$ cat src/logic/rsc_pkg.sv
// shared constants for the rail setpoint and common-electrode compensation block
package rsc_pkg;
    // register byte offsets on the wishbone slave
    localparam logic [7:0] OFS_RAIL_POS = 8'h00;
    localparam logic [7:0] OFS_GATE_ON = 8'h04;
    localparam logic [7:0] OFS_GATE_OFF = 8'h08;
    localparam logic [7:0] OFS_DELAY_LSB = 8'h0C;
    localparam logic [7:0] OFS_SP_ROOM = 8'h10;
    localparam logic [7:0] OFS_DELTA_LOW = 8'h14;
    localparam logic [7:0] OFS_DELTA_H1 = 8'h18;
    localparam logic [7:0] OFS_DELTA_H2 = 8'h1C;
    localparam logic [7:0] OFS_TB_ROOM = 8'h20;
    localparam logic [7:0] OFS_TB_LOW = 8'h24;
    localparam logic [7:0] OFS_TB_H1 = 8'h28;
    localparam logic [7:0] OFS_TB_H2 = 8'h2C;
    localparam logic [7:0] OFS_LIM_LO = 8'h30;
    localparam logic [7:0] OFS_LIM_HI = 8'h34;
    localparam logic [7:0] OFS_TEMP = 8'h38;
    localparam logic [7:0] OFS_COMMON = 8'h3C;
    // field positions
    localparam int CODE_MSB = 5;
    localparam int PUMP_BIT = 6;
    localparam int COMP_EN_BIT = 1;
    localparam int SP_LSB_BIT = 0;
    localparam int DELAY_LSB_POS = 2;
    localparam int DELTA_MSB = 4;
    // reset values
    localparam logic [5:0] RST_RAIL_POS = 6'h00;
    localparam logic [5:0] RST_GATE_ON = 6'h00;
    localparam logic [5:0] RST_GATE_OFF = 6'h16;
    localparam logic [7:0] RST_SP_ROOM = 8'h00;
    localparam logic [7:0] RST_LIM_LO = 8'h00;
    localparam logic [7:0] RST_LIM_HI = 8'hFF;
    // one code step of the common-electrode output, in microvolts
    localparam int COMMON_STEP_UV = 6830;
    // restoring divider: one quotient bit per cycle
    localparam logic [3:0] DIV_STEPS = 4'hE;
    localparam logic [3:0] DIV_LAST = 4'h1;
    typedef enum logic [1:0] {ST_IDLE, ST_SETUP, ST_WAIT} rsc_state_e;
endpackage

$ cat src/logic/rsc_divider.sv
// sequential unsigned divider used for segment interpolation
`timescale 1ns/100ps
module rsc_divider (
    input wire logic clk,
    input wire logic rst,
    input wire logic start,
    input wire logic [13:0] num,
    input wire logic [7:0] den,
    output logic done,
    output logic [13:0] quot
);
    typedef struct packed {
        logic busy;
        logic done;
        logic [3:0] cnt;
        logic [8:0] rem;
        logic [13:0] quo;
    } rsc_div_s;

    rsc_div_s q;
    rsc_div_s d;
    logic [8:0] trial;

    // den must stay stable from start until done; the caller holds it in a register
    always_comb begin
        d = q;
        d.done = 1'b0;
        trial = {q.rem[7:0], q.quo[13]};
        if (rst) begin
            d = '0;
        end else if (start) begin
            d.busy = 1'b1;
            d.cnt = rsc_pkg::DIV_STEPS;
            d.rem = 9'h000;
            d.quo = num;
        end else if (q.busy) begin
            d.quo = {q.quo[12:0], 1'b0};
            if (trial >= {1'b0, den}) begin
                d.rem = trial - {1'b0, den};
                d.quo[0] = 1'b1;
            end else begin
                d.rem = trial;
            end
            d.cnt = q.cnt - 4'h1;
            if (q.cnt == rsc_pkg::DIV_LAST) begin
                d.busy = 1'b0;
                d.done = 1'b1;
            end
        end
    end

    always_ff @(posedge clk) begin
        q <= d;
    end

    assign done = q.done;
    assign quot = q.quo;
endmodule

$ cat src/logic/rsc_setpoint_top.sv
// rail setpoint registers and temperature-compensated common-electrode code
//
// Functional notes
// - positive rail level from 6-bit code
// - negative rail mirrors positive rail code
// - gate-on rail code in bits 5:0
// - gate-off rail code in bits 5:0
// - one common code step is 6.83mV
// - 9-bit room setpoint, lsb from delay register
// - low and first-high deltas signed, from setpoint
// - second-high delta relative to first-high value
// - breakpoint values exact, linear interpolation between
// - compensation only when enable bit set
// - clamp result between lower and upper limits
//
// Implementation choices: the address map and register access over Wishbone.
`timescale 1ns/100ps
module rsc_setpoint_top (
    input wire logic CLK_SYS,
    input wire logic RST,
    input wire logic WB_CYC_I,
    input wire logic WB_STB_I,
    input wire logic WB_WE_I,
    input wire logic [7:0] WB_ADR_I,
    input wire logic [3:0] WB_SEL_I,
    input wire logic [31:0] WB_DAT_I,
    output logic [31:0] WB_DAT_O,
    output logic WB_ACK_O,
    input wire logic [7:0] ADC_RESULT,
    input wire logic ADC_VALID,
    output logic [5:0] POS_RAIL_CODE,
    output logic [5:0] NEG_RAIL_CODE,
    output logic [5:0] GATE_ON_CODE,
    output logic [5:0] GATE_OFF_CODE,
    output logic PUMP_TWO_STAGE_SELECT,
    output logic [8:0] COMMON_CODE
);
    typedef struct packed {
        logic [5:0] rail_pos;
        logic [5:0] rail_neg;
        logic [5:0] gate_on;
        logic pump_two_stage_select;
        logic [5:0] gate_off;
        logic [5:0] delays;
        logic compensation_enable;
        logic common_setpoint_room_lsb;
        logic [7:0] common_setpoint_room_upper;
        logic [4:0] common_delta_low;
        logic [4:0] common_delta_high_first;
        logic [4:0] common_delta_high_second;
        logic [7:0] temp_breakpoint_room;
        logic [7:0] temp_breakpoint_low;
        logic [7:0] temp_breakpoint_high_first;
        logic [7:0] temp_breakpoint_high_second;
        logic [7:0] common_lower_limit;
        logic [7:0] common_upper_limit;
        logic [7:0] temp;
        logic pend;
        rsc_pkg::rsc_state_e st;
        logic signed [11:0] base;
        logic neg;
        logic [13:0] num;
        logic [7:0] den;
        logic start;
        logic [8:0] comp;
        logic [8:0] common;
        logic ack;
        logic [31:0] dat;
    } rsc_core_s;

    rsc_core_s q;
    rsc_core_s d;
    logic div_done;
    logic [13:0] div_quot;

    function automatic logic signed [11:0] sext5(input logic [4:0] v);
        sext5 = {{7{v[4]}}, v};
    endfunction

    // limits are 8-bit, so they bound the upper eight bits of the 9-bit code
    function automatic logic [8:0] clamp(input logic signed [11:0] v,
                                         input logic [7:0] lo, input logic [7:0] hi);
        logic signed [11:0] lo_s;
        logic signed [11:0] hi_s;
        lo_s = {3'b000, lo, 1'b0};
        hi_s = {3'b000, hi, 1'b1};
        if (v > hi_s) begin
            clamp = hi_s[8:0];
        end else if (v < lo_s) begin
            clamp = lo_s[8:0];
        end else begin
            clamp = v[8:0];
        end
    endfunction

    rsc_divider u_div (
        .clk(CLK_SYS),
        .rst(RST),
        .start(q.start),
        .num(q.num),
        .den(q.den),
        .done(div_done),
        .quot(div_quot)
    );

    logic signed [11:0] v_room;
    logic signed [11:0] v_low;
    logic signed [11:0] v_h1;
    logic signed [11:0] v_h2;
    logic signed [11:0] v0;
    logic signed [11:0] v1;
    logic signed [11:0] dv;
    logic signed [11:0] res;
    logic [7:0] t0;
    logic [7:0] t1;
    logic hold;
    logic [5:0] mag;
    logic [7:0] dt;
    logic [31:0] rdat;
    logic wr;

    always_comb begin
        // 12-bit signed holds setpoint plus two stacked deltas with margin
        v_room = {3'b000, q.common_setpoint_room_upper, q.common_setpoint_room_lsb};
        v_low = v_room + sext5(q.common_delta_low);
        v_h1 = v_room + sext5(q.common_delta_high_first);
        v_h2 = v_h1 + sext5(q.common_delta_high_second);
        hold = 1'b0;
        t0 = q.temp_breakpoint_low;
        t1 = q.temp_breakpoint_room;
        v0 = v_low;
        v1 = v_room;
        // breakpoints ascend with the ADC result: low, room, first high, second high
        if (q.temp <= q.temp_breakpoint_low) begin
            hold = 1'b1;
        end else if (q.temp < q.temp_breakpoint_room) begin
            t0 = q.temp_breakpoint_low;
        end else if (q.temp < q.temp_breakpoint_high_first) begin
            t0 = q.temp_breakpoint_room;
            t1 = q.temp_breakpoint_high_first;
            v0 = v_room;
            v1 = v_h1;
        end else if (q.temp < q.temp_breakpoint_high_second) begin
            t0 = q.temp_breakpoint_high_first;
            t1 = q.temp_breakpoint_high_second;
            v0 = v_h1;
            v1 = v_h2;
        end else begin
            hold = 1'b1;
            v0 = v_h2;
        end
        dv = v1 - v0;
        // a full negative delta gives a slope of 16 steps, one more than five bits hold
        mag = dv[11] ? 6'(-dv) : dv[5:0];
        dt = q.temp - t0;
        res = q.neg ? q.base - {2'b00, div_quot[9:0]} : q.base + {2'b00, div_quot[9:0]};
    end

    always_comb begin
        rdat = 32'h0000_0000;
        unique case (WB_ADR_I)
            rsc_pkg::OFS_RAIL_POS: rdat[5:0] = q.rail_pos;
            rsc_pkg::OFS_GATE_ON: rdat[6:0] = {q.pump_two_stage_select, q.gate_on};
            rsc_pkg::OFS_GATE_OFF: rdat[5:0] = q.gate_off;
            rsc_pkg::OFS_DELAY_LSB: rdat[7:0] = {q.delays, q.compensation_enable,
                                                 q.common_setpoint_room_lsb};
            rsc_pkg::OFS_SP_ROOM: rdat[7:0] = q.common_setpoint_room_upper;
            rsc_pkg::OFS_DELTA_LOW: rdat[4:0] = q.common_delta_low;
            rsc_pkg::OFS_DELTA_H1: rdat[4:0] = q.common_delta_high_first;
            rsc_pkg::OFS_DELTA_H2: rdat[4:0] = q.common_delta_high_second;
            rsc_pkg::OFS_TB_ROOM: rdat[7:0] = q.temp_breakpoint_room;
            rsc_pkg::OFS_TB_LOW: rdat[7:0] = q.temp_breakpoint_low;
            rsc_pkg::OFS_TB_H1: rdat[7:0] = q.temp_breakpoint_high_first;
            rsc_pkg::OFS_TB_H2: rdat[7:0] = q.temp_breakpoint_high_second;
            rsc_pkg::OFS_LIM_LO: rdat[7:0] = q.common_lower_limit;
            rsc_pkg::OFS_LIM_HI: rdat[7:0] = q.common_upper_limit;
            rsc_pkg::OFS_TEMP: rdat[7:0] = q.temp;
            rsc_pkg::OFS_COMMON: rdat[8:0] = q.common;
            default: rdat = 32'h0000_0000;
        endcase
    end

    always_comb begin
        d = q;
        d.start = 1'b0;
        // ack one cycle after the request, and the write lands on the edge that samples ack
        d.ack = WB_CYC_I && WB_STB_I && !q.ack;
        d.dat = d.ack ? rdat : 32'h0000_0000;
        wr = WB_CYC_I && WB_STB_I && WB_WE_I && q.ack && WB_SEL_I[0];
        if (wr) begin
            unique case (WB_ADR_I)
                rsc_pkg::OFS_RAIL_POS: d.rail_pos = WB_DAT_I[rsc_pkg::CODE_MSB:0];
                rsc_pkg::OFS_GATE_ON: begin
                    d.gate_on = WB_DAT_I[rsc_pkg::CODE_MSB:0];
                    d.pump_two_stage_select = WB_DAT_I[rsc_pkg::PUMP_BIT];
                end
                rsc_pkg::OFS_GATE_OFF: d.gate_off = WB_DAT_I[rsc_pkg::CODE_MSB:0];
                rsc_pkg::OFS_DELAY_LSB: begin
                    d.delays = WB_DAT_I[7:rsc_pkg::DELAY_LSB_POS];
                    d.compensation_enable = WB_DAT_I[rsc_pkg::COMP_EN_BIT];
                    d.common_setpoint_room_lsb = WB_DAT_I[rsc_pkg::SP_LSB_BIT];
                end
                rsc_pkg::OFS_SP_ROOM: d.common_setpoint_room_upper = WB_DAT_I[7:0];
                rsc_pkg::OFS_DELTA_LOW: d.common_delta_low = WB_DAT_I[rsc_pkg::DELTA_MSB:0];
                rsc_pkg::OFS_DELTA_H1:
                    d.common_delta_high_first = WB_DAT_I[rsc_pkg::DELTA_MSB:0];
                rsc_pkg::OFS_DELTA_H2:
                    d.common_delta_high_second = WB_DAT_I[rsc_pkg::DELTA_MSB:0];
                rsc_pkg::OFS_TB_ROOM: d.temp_breakpoint_room = WB_DAT_I[7:0];
                rsc_pkg::OFS_TB_LOW: d.temp_breakpoint_low = WB_DAT_I[7:0];
                rsc_pkg::OFS_TB_H1: d.temp_breakpoint_high_first = WB_DAT_I[7:0];
                rsc_pkg::OFS_TB_H2: d.temp_breakpoint_high_second = WB_DAT_I[7:0];
                rsc_pkg::OFS_LIM_LO: d.common_lower_limit = WB_DAT_I[7:0];
                rsc_pkg::OFS_LIM_HI: d.common_upper_limit = WB_DAT_I[7:0];
                default: d.rail_pos = q.rail_pos;
            endcase
        end
        d.rail_neg = d.rail_pos;
        // newest sample wins; a result arriving mid-calculation is run next
        if (ADC_VALID) begin
            d.temp = ADC_RESULT;
            d.pend = 1'b1;
        end
        unique case (q.st)
            rsc_pkg::ST_IDLE: begin
                if (q.pend && !ADC_VALID) begin
                    d.pend = 1'b0;
                    d.st = rsc_pkg::ST_SETUP;
                end
            end
            rsc_pkg::ST_SETUP: begin
                if (hold) begin
                    d.comp = clamp(v0, q.common_lower_limit, q.common_upper_limit);
                    d.st = rsc_pkg::ST_IDLE;
                end else begin
                    // one code step (6.83mV) resolution: quotient truncates to whole steps
                    d.base = v0;
                    d.neg = dv[11];
                    d.num = 14'(mag) * 14'(dt);
                    d.den = t1 - t0;
                    d.start = 1'b1;
                    d.st = rsc_pkg::ST_WAIT;
                end
            end
            rsc_pkg::ST_WAIT: begin
                if (div_done) begin
                    d.comp = clamp(res, q.common_lower_limit, q.common_upper_limit);
                    d.st = rsc_pkg::ST_IDLE;
                end
            end
            default: d.st = rsc_pkg::ST_IDLE;
        endcase
        d.common = q.compensation_enable ? q.comp
            : clamp(v_room, q.common_lower_limit, q.common_upper_limit);
        if (RST) begin
            d = '0;
            d.rail_pos = rsc_pkg::RST_RAIL_POS;
            d.rail_neg = rsc_pkg::RST_RAIL_POS;
            d.gate_on = rsc_pkg::RST_GATE_ON;
            d.gate_off = rsc_pkg::RST_GATE_OFF;
            d.common_setpoint_room_upper = rsc_pkg::RST_SP_ROOM;
            d.common_lower_limit = rsc_pkg::RST_LIM_LO;
            d.common_upper_limit = rsc_pkg::RST_LIM_HI;
            d.st = rsc_pkg::ST_IDLE;
        end
    end

    always_ff @(posedge CLK_SYS) begin
        q <= d;
    end

    assign WB_DAT_O = q.dat;
    assign WB_ACK_O = q.ack;
    assign POS_RAIL_CODE = q.rail_pos;
    assign NEG_RAIL_CODE = q.rail_neg;
    assign GATE_ON_CODE = q.gate_on;
    assign GATE_OFF_CODE = q.gate_off;
    assign PUMP_TWO_STAGE_SELECT = q.pump_two_stage_select;
    assign COMMON_CODE = q.common;
endmodule

$ cat config.mk
export PLATFORM = sky130hd
export DESIGN_NAME = rsc_setpoint_top
export DESIGN_NICKNAME = d
export VERILOG_FILES = /design/src/logic/rsc_pkg.sv /design/src/logic/rsc_divider.sv /design/src/logic/rsc_setpoint_top.sv
export SDC_FILE = /design/constraint.sdc
export NUM_CORES = 1
export LEC_CHECK = 0
export ABC_AREA = 1
export BUFFER_PORTS_ARGS = -buffer_cell sky130_fd_sc_hd__buf_2
export CORE_UTILIZATION = 45
export CTS_CLUSTER_SIZE = 28
export DETAILED_ROUTE_END_ITERATION = 16
export SLEW_MARGIN = 20
export SYNTH_ARGS = -nofsm -noshare
export SYNTH_HDL_FRONTEND = slang
export SYNTH_SLANG_ARGS = --single-unit
$ cat constraint.sdc
create_clock -name CLK_SYS -period 9.8 [get_ports CLK_SYS]
set_input_delay 0.98 -clock CLK_SYS [delete_from_list [all_inputs] [get_ports CLK_SYS]]
set_output_delay 0.98 -clock CLK_SYS [all_outputs]
set_load 0.03 [all_outputs]
==> flow_summary_export.csv <==
group,metric,value,unit
status,outcome,"complete, no violations",
synth,avgSynthCellArea,6.808,um2
run,drv_cap,0,
global_route,grt_start_max_net_pins,88,
global_route,gr-total-overflow,0,
synth,synth-edff-count,0,
drt,wl,57230,um
global_route,grt_pass1_wl,87860,um
synth,yosysWarnings,0,
cts,post_cts_resized,0,
setup_path,reg2reg_from,"q[163]",
power_and_ir_drop,ir_drop,0.0002795,V
timing,finClkSkew,0.01597,ns
setup_path,cp_max_fo,9,
setup_path,crit_path_start_kind,"register",
worst_hold_path,min_path_cells,2,
synth,synth_ff_type,"dfxtp_1",
timing,fin_crit_sh,0.8824,
floorplanning,dieHeight,194.7,um
cells_and_area,mostFrequentLayoutCells,"391 x nand2_1, 375 x inv_1, 244 x a21oi_1",
cells_and_area,syn_to_final_growth,7.192,%
setup_path,criticalPathCategory,"reg2reg",
place,hpwlAfterDp,44190,um
cells_and_area,final_common_cell,"nand2_1",
timing,fin_setup_tns,0,ns
global_route,grt.total_usage,0.2985,
cts,clockBufferDepth,3,
cts,htreeDepth,1,
setup_path,rrSetupSlack,1.15,ns
cells_and_area,fin_nets,2717,
drt,wl_per_cell,19.49,um
place,port_buffers,74,
setup_path,rr_worst_depth,51,
cts,root_buffer,"clkbuf_16",
setup_path,worstPathRequired,10.24,ns
drt,num_vias,16423,
drt,drt_iter0_drc,1377,
floorplanning,die-area,37890,um2
cts,cts_setup_buffers,0,
global_route,antenna_found_initial,1,
setup_path,worstPathArrival,9.09,ns
drt,dr.pass1.iters,5,
cts,cts_made_buffers,25,
drt,drcViolationCount,0,
floorplanning,rows,70,
cts,clock_latency,0.57,ns
place,gp_congestion,0.9775,
power_and_ir_drop,p_leak,8.508,nW
cts,cts_tree,"done",
synth,ys_seq_area_frac,0.2409,
setup_path,path_common_cell,"nand2_1",
cells_and_area,antennaDiodeCount,0,
timing,relSlewSlack,0.3666,
floorplanning,dieWidth,194.7,um
setup_path,reg2reg_to,"q[72]",
setup_path,cp_slowest_cell,"dfxtp_1",
worst_hold_path,hold_end,"q[87]",
timing,max_freq,115.6,MHz
synth,synthCells,2453,
cts,hold_buffers,0,
floorplanning,io_pins,125,
synth,synth-seq-cells,201,
synth,synth_top_cell_area_share,0.2409,
synth,synth-async-reset-ratio,0,
timing,rsz0062_at_grt,"false",
timing,hold_viol,0,
timing,max_slew.worst_pin.slew,0.9466,ns
power_and_ir_drop,finalPower,4.506,mW
synth,synth_area,16700,um2
floorplanning,start_util,0.4573,
timing,layout_min_cycle_time,8.648,ns
cts,clkTransAtPathRegs,0.06,ns
drt,via_per_inst,5.592,
setup_path,max_stage_delay,0.65,ns
floorplanning,coreArea,36520,um2
cts,numClockSinks,201,
timing,setup_viol,0,
global_route,grt_pass1_vias,15172,
drt,ant_nets,0,
power_and_ir_drop,powerDensity,251.7,nW/um2
synth,ys_types,58,
timing,slew_violations,0,
setup_path,endpoint_kind,"register",
worst_hold_path,hold_path.class,"reg2reg",
worst_hold_path,hold_start,"q[89]",
cells_and_area,fill_cells,3816,
synth,synth_area_leaders,"dfxtp_1 24%, ha_1 13%, nand2_1 8.8%",
cells_and_area,multiInputGateArea,10530,um2
cells_and_area,regArea,4024,um2
synth,synth.largest_area_cell,"dfxtp_1",
cells_and_area,drive_above_1_share,0.06885,
-- synthesized netlist by cell type (23+ instances only) --
| master | n |
|---|---|
| buf_4 | 67 |
| o21ai_0 | 235 |
| clkbuf_1 | 63 |
| dfxtp_1 | 201 |
| xnor2_1 | 24 |
| xor2_1 | 44 |
| nand2_1 | 391 |
| a21oi_1 | 244 |
| nand3_1 | 99 |
| nand4_1 | 23 |
| o22ai_1 | 30 |
| o211ai_1 | 44 |
| nor2_1 | 241 |
| inv_1 | 376 |
| fa_1 | 33 |
| ha_1 | 176 |
-- cells by family (layout without fill, tap and decap cells) --
family,count (synthesis),in the layout,synth area share
other cells,1,23,0.0002245
xor+xnor,68,68,0.03566
buf+inv,527,521,0.1341
fa+ha+maj,209,209,0.1714
flops,201,201,0.2409
compound gates,637,637,0.2145
simple gates,810,810,0.2032
-- how the worst max path moves through the flow --
| stage | startpoint | to | cells past startpoint |
|---|---|---|---|
| global route | q[162] | q[73] | 47 |
| floorplan | q[161] | q[72] | 49 |
| detailed placement | q[162] | q[72] | 49 |
| CTS | q[162] | q[72] | 49 |
| finish | q[163] | q[72] | 51 |
| global placement | q[163] | q[72] | 51 |
-- report_power, final --
| part | switching (mW) | total [mW] | internal [mW] |
|---|---|---|---|
| clock network | 0.403 | 0.956 | 0.553 |
| logic | 1.65 | 2.71 | 1.06 |
| registers | 0.0111 | 0.839 | 0.828 |
| total | 2.07 | 4.51 | 2.44 |
-- layout make-up --
class | instances | area share
Clock inverter | 9 | 0.005451
Clock buffer | 37 | 0.04138
Sequential cell | 201 | 0.2248
Tap cell | 468 | 0.03271
Timing Repair Buffer | 87 | 0.02614
Inverter | 388 | 0.08163
Multi-Input combinational cell | 1747 | 0.5879
-- per-layer routing --
metal  global-route usage  up-vias  share of wire
met4              0.09406        0          0.030
met3              0.03679       93          0.071
met5                    0        -              0
met1               0.4163     7681           0.46
met2               0.4771      608           0.44
li1                     -     8041              -
-- worst max-delay path, delay by kind of cell (launching register included) --
family          cells  cell delay (ns)
fa+ha+maj           7             2.95
simple gates       27             2.60
compound gates      8             1.16
xor+xnor            3             0.69
flops               1             0.65
buf+inv             6             0.42
-- registers in the layout (all words and copies together) (netlist names) --
name / flops
GATE_ON_CODE: 6
COMMON_CODE: 9
WB_ACK_O: 1
WB_DAT_O: 9
PUMP_TWO_STAGE_SELECT: 1
u_div.q: 13
u_div.quot: 14
NEG_RAIL_CODE: 6
u_div.done: 1
GATE_OFF_CODE: 6
q: 135
-- stage by stage --
stage | instances | hold slack (ns) | instance area [um2] | util | setup WS [ns]
after floorplan | 2475 | 0.4236 | 16780 | - | 2.319
after global placement | 2891 | 0.4367 | 17060 | 0.4671 | 1.255
after detailed placement | 2891 | 0.4522 | 17060 | 0.4671 | 1.201
after CTS | 2937 | 0.4614 | 17900 | 0.4900 | 1.189
after global routing | 2937 | 0.4773 | 17900 | 0.4902 | 0.3313
final | 2937 | 0.4586 | 17900 | 0.4902 | 1.153
Note: power is estimated with default switching activity, not from simulation.
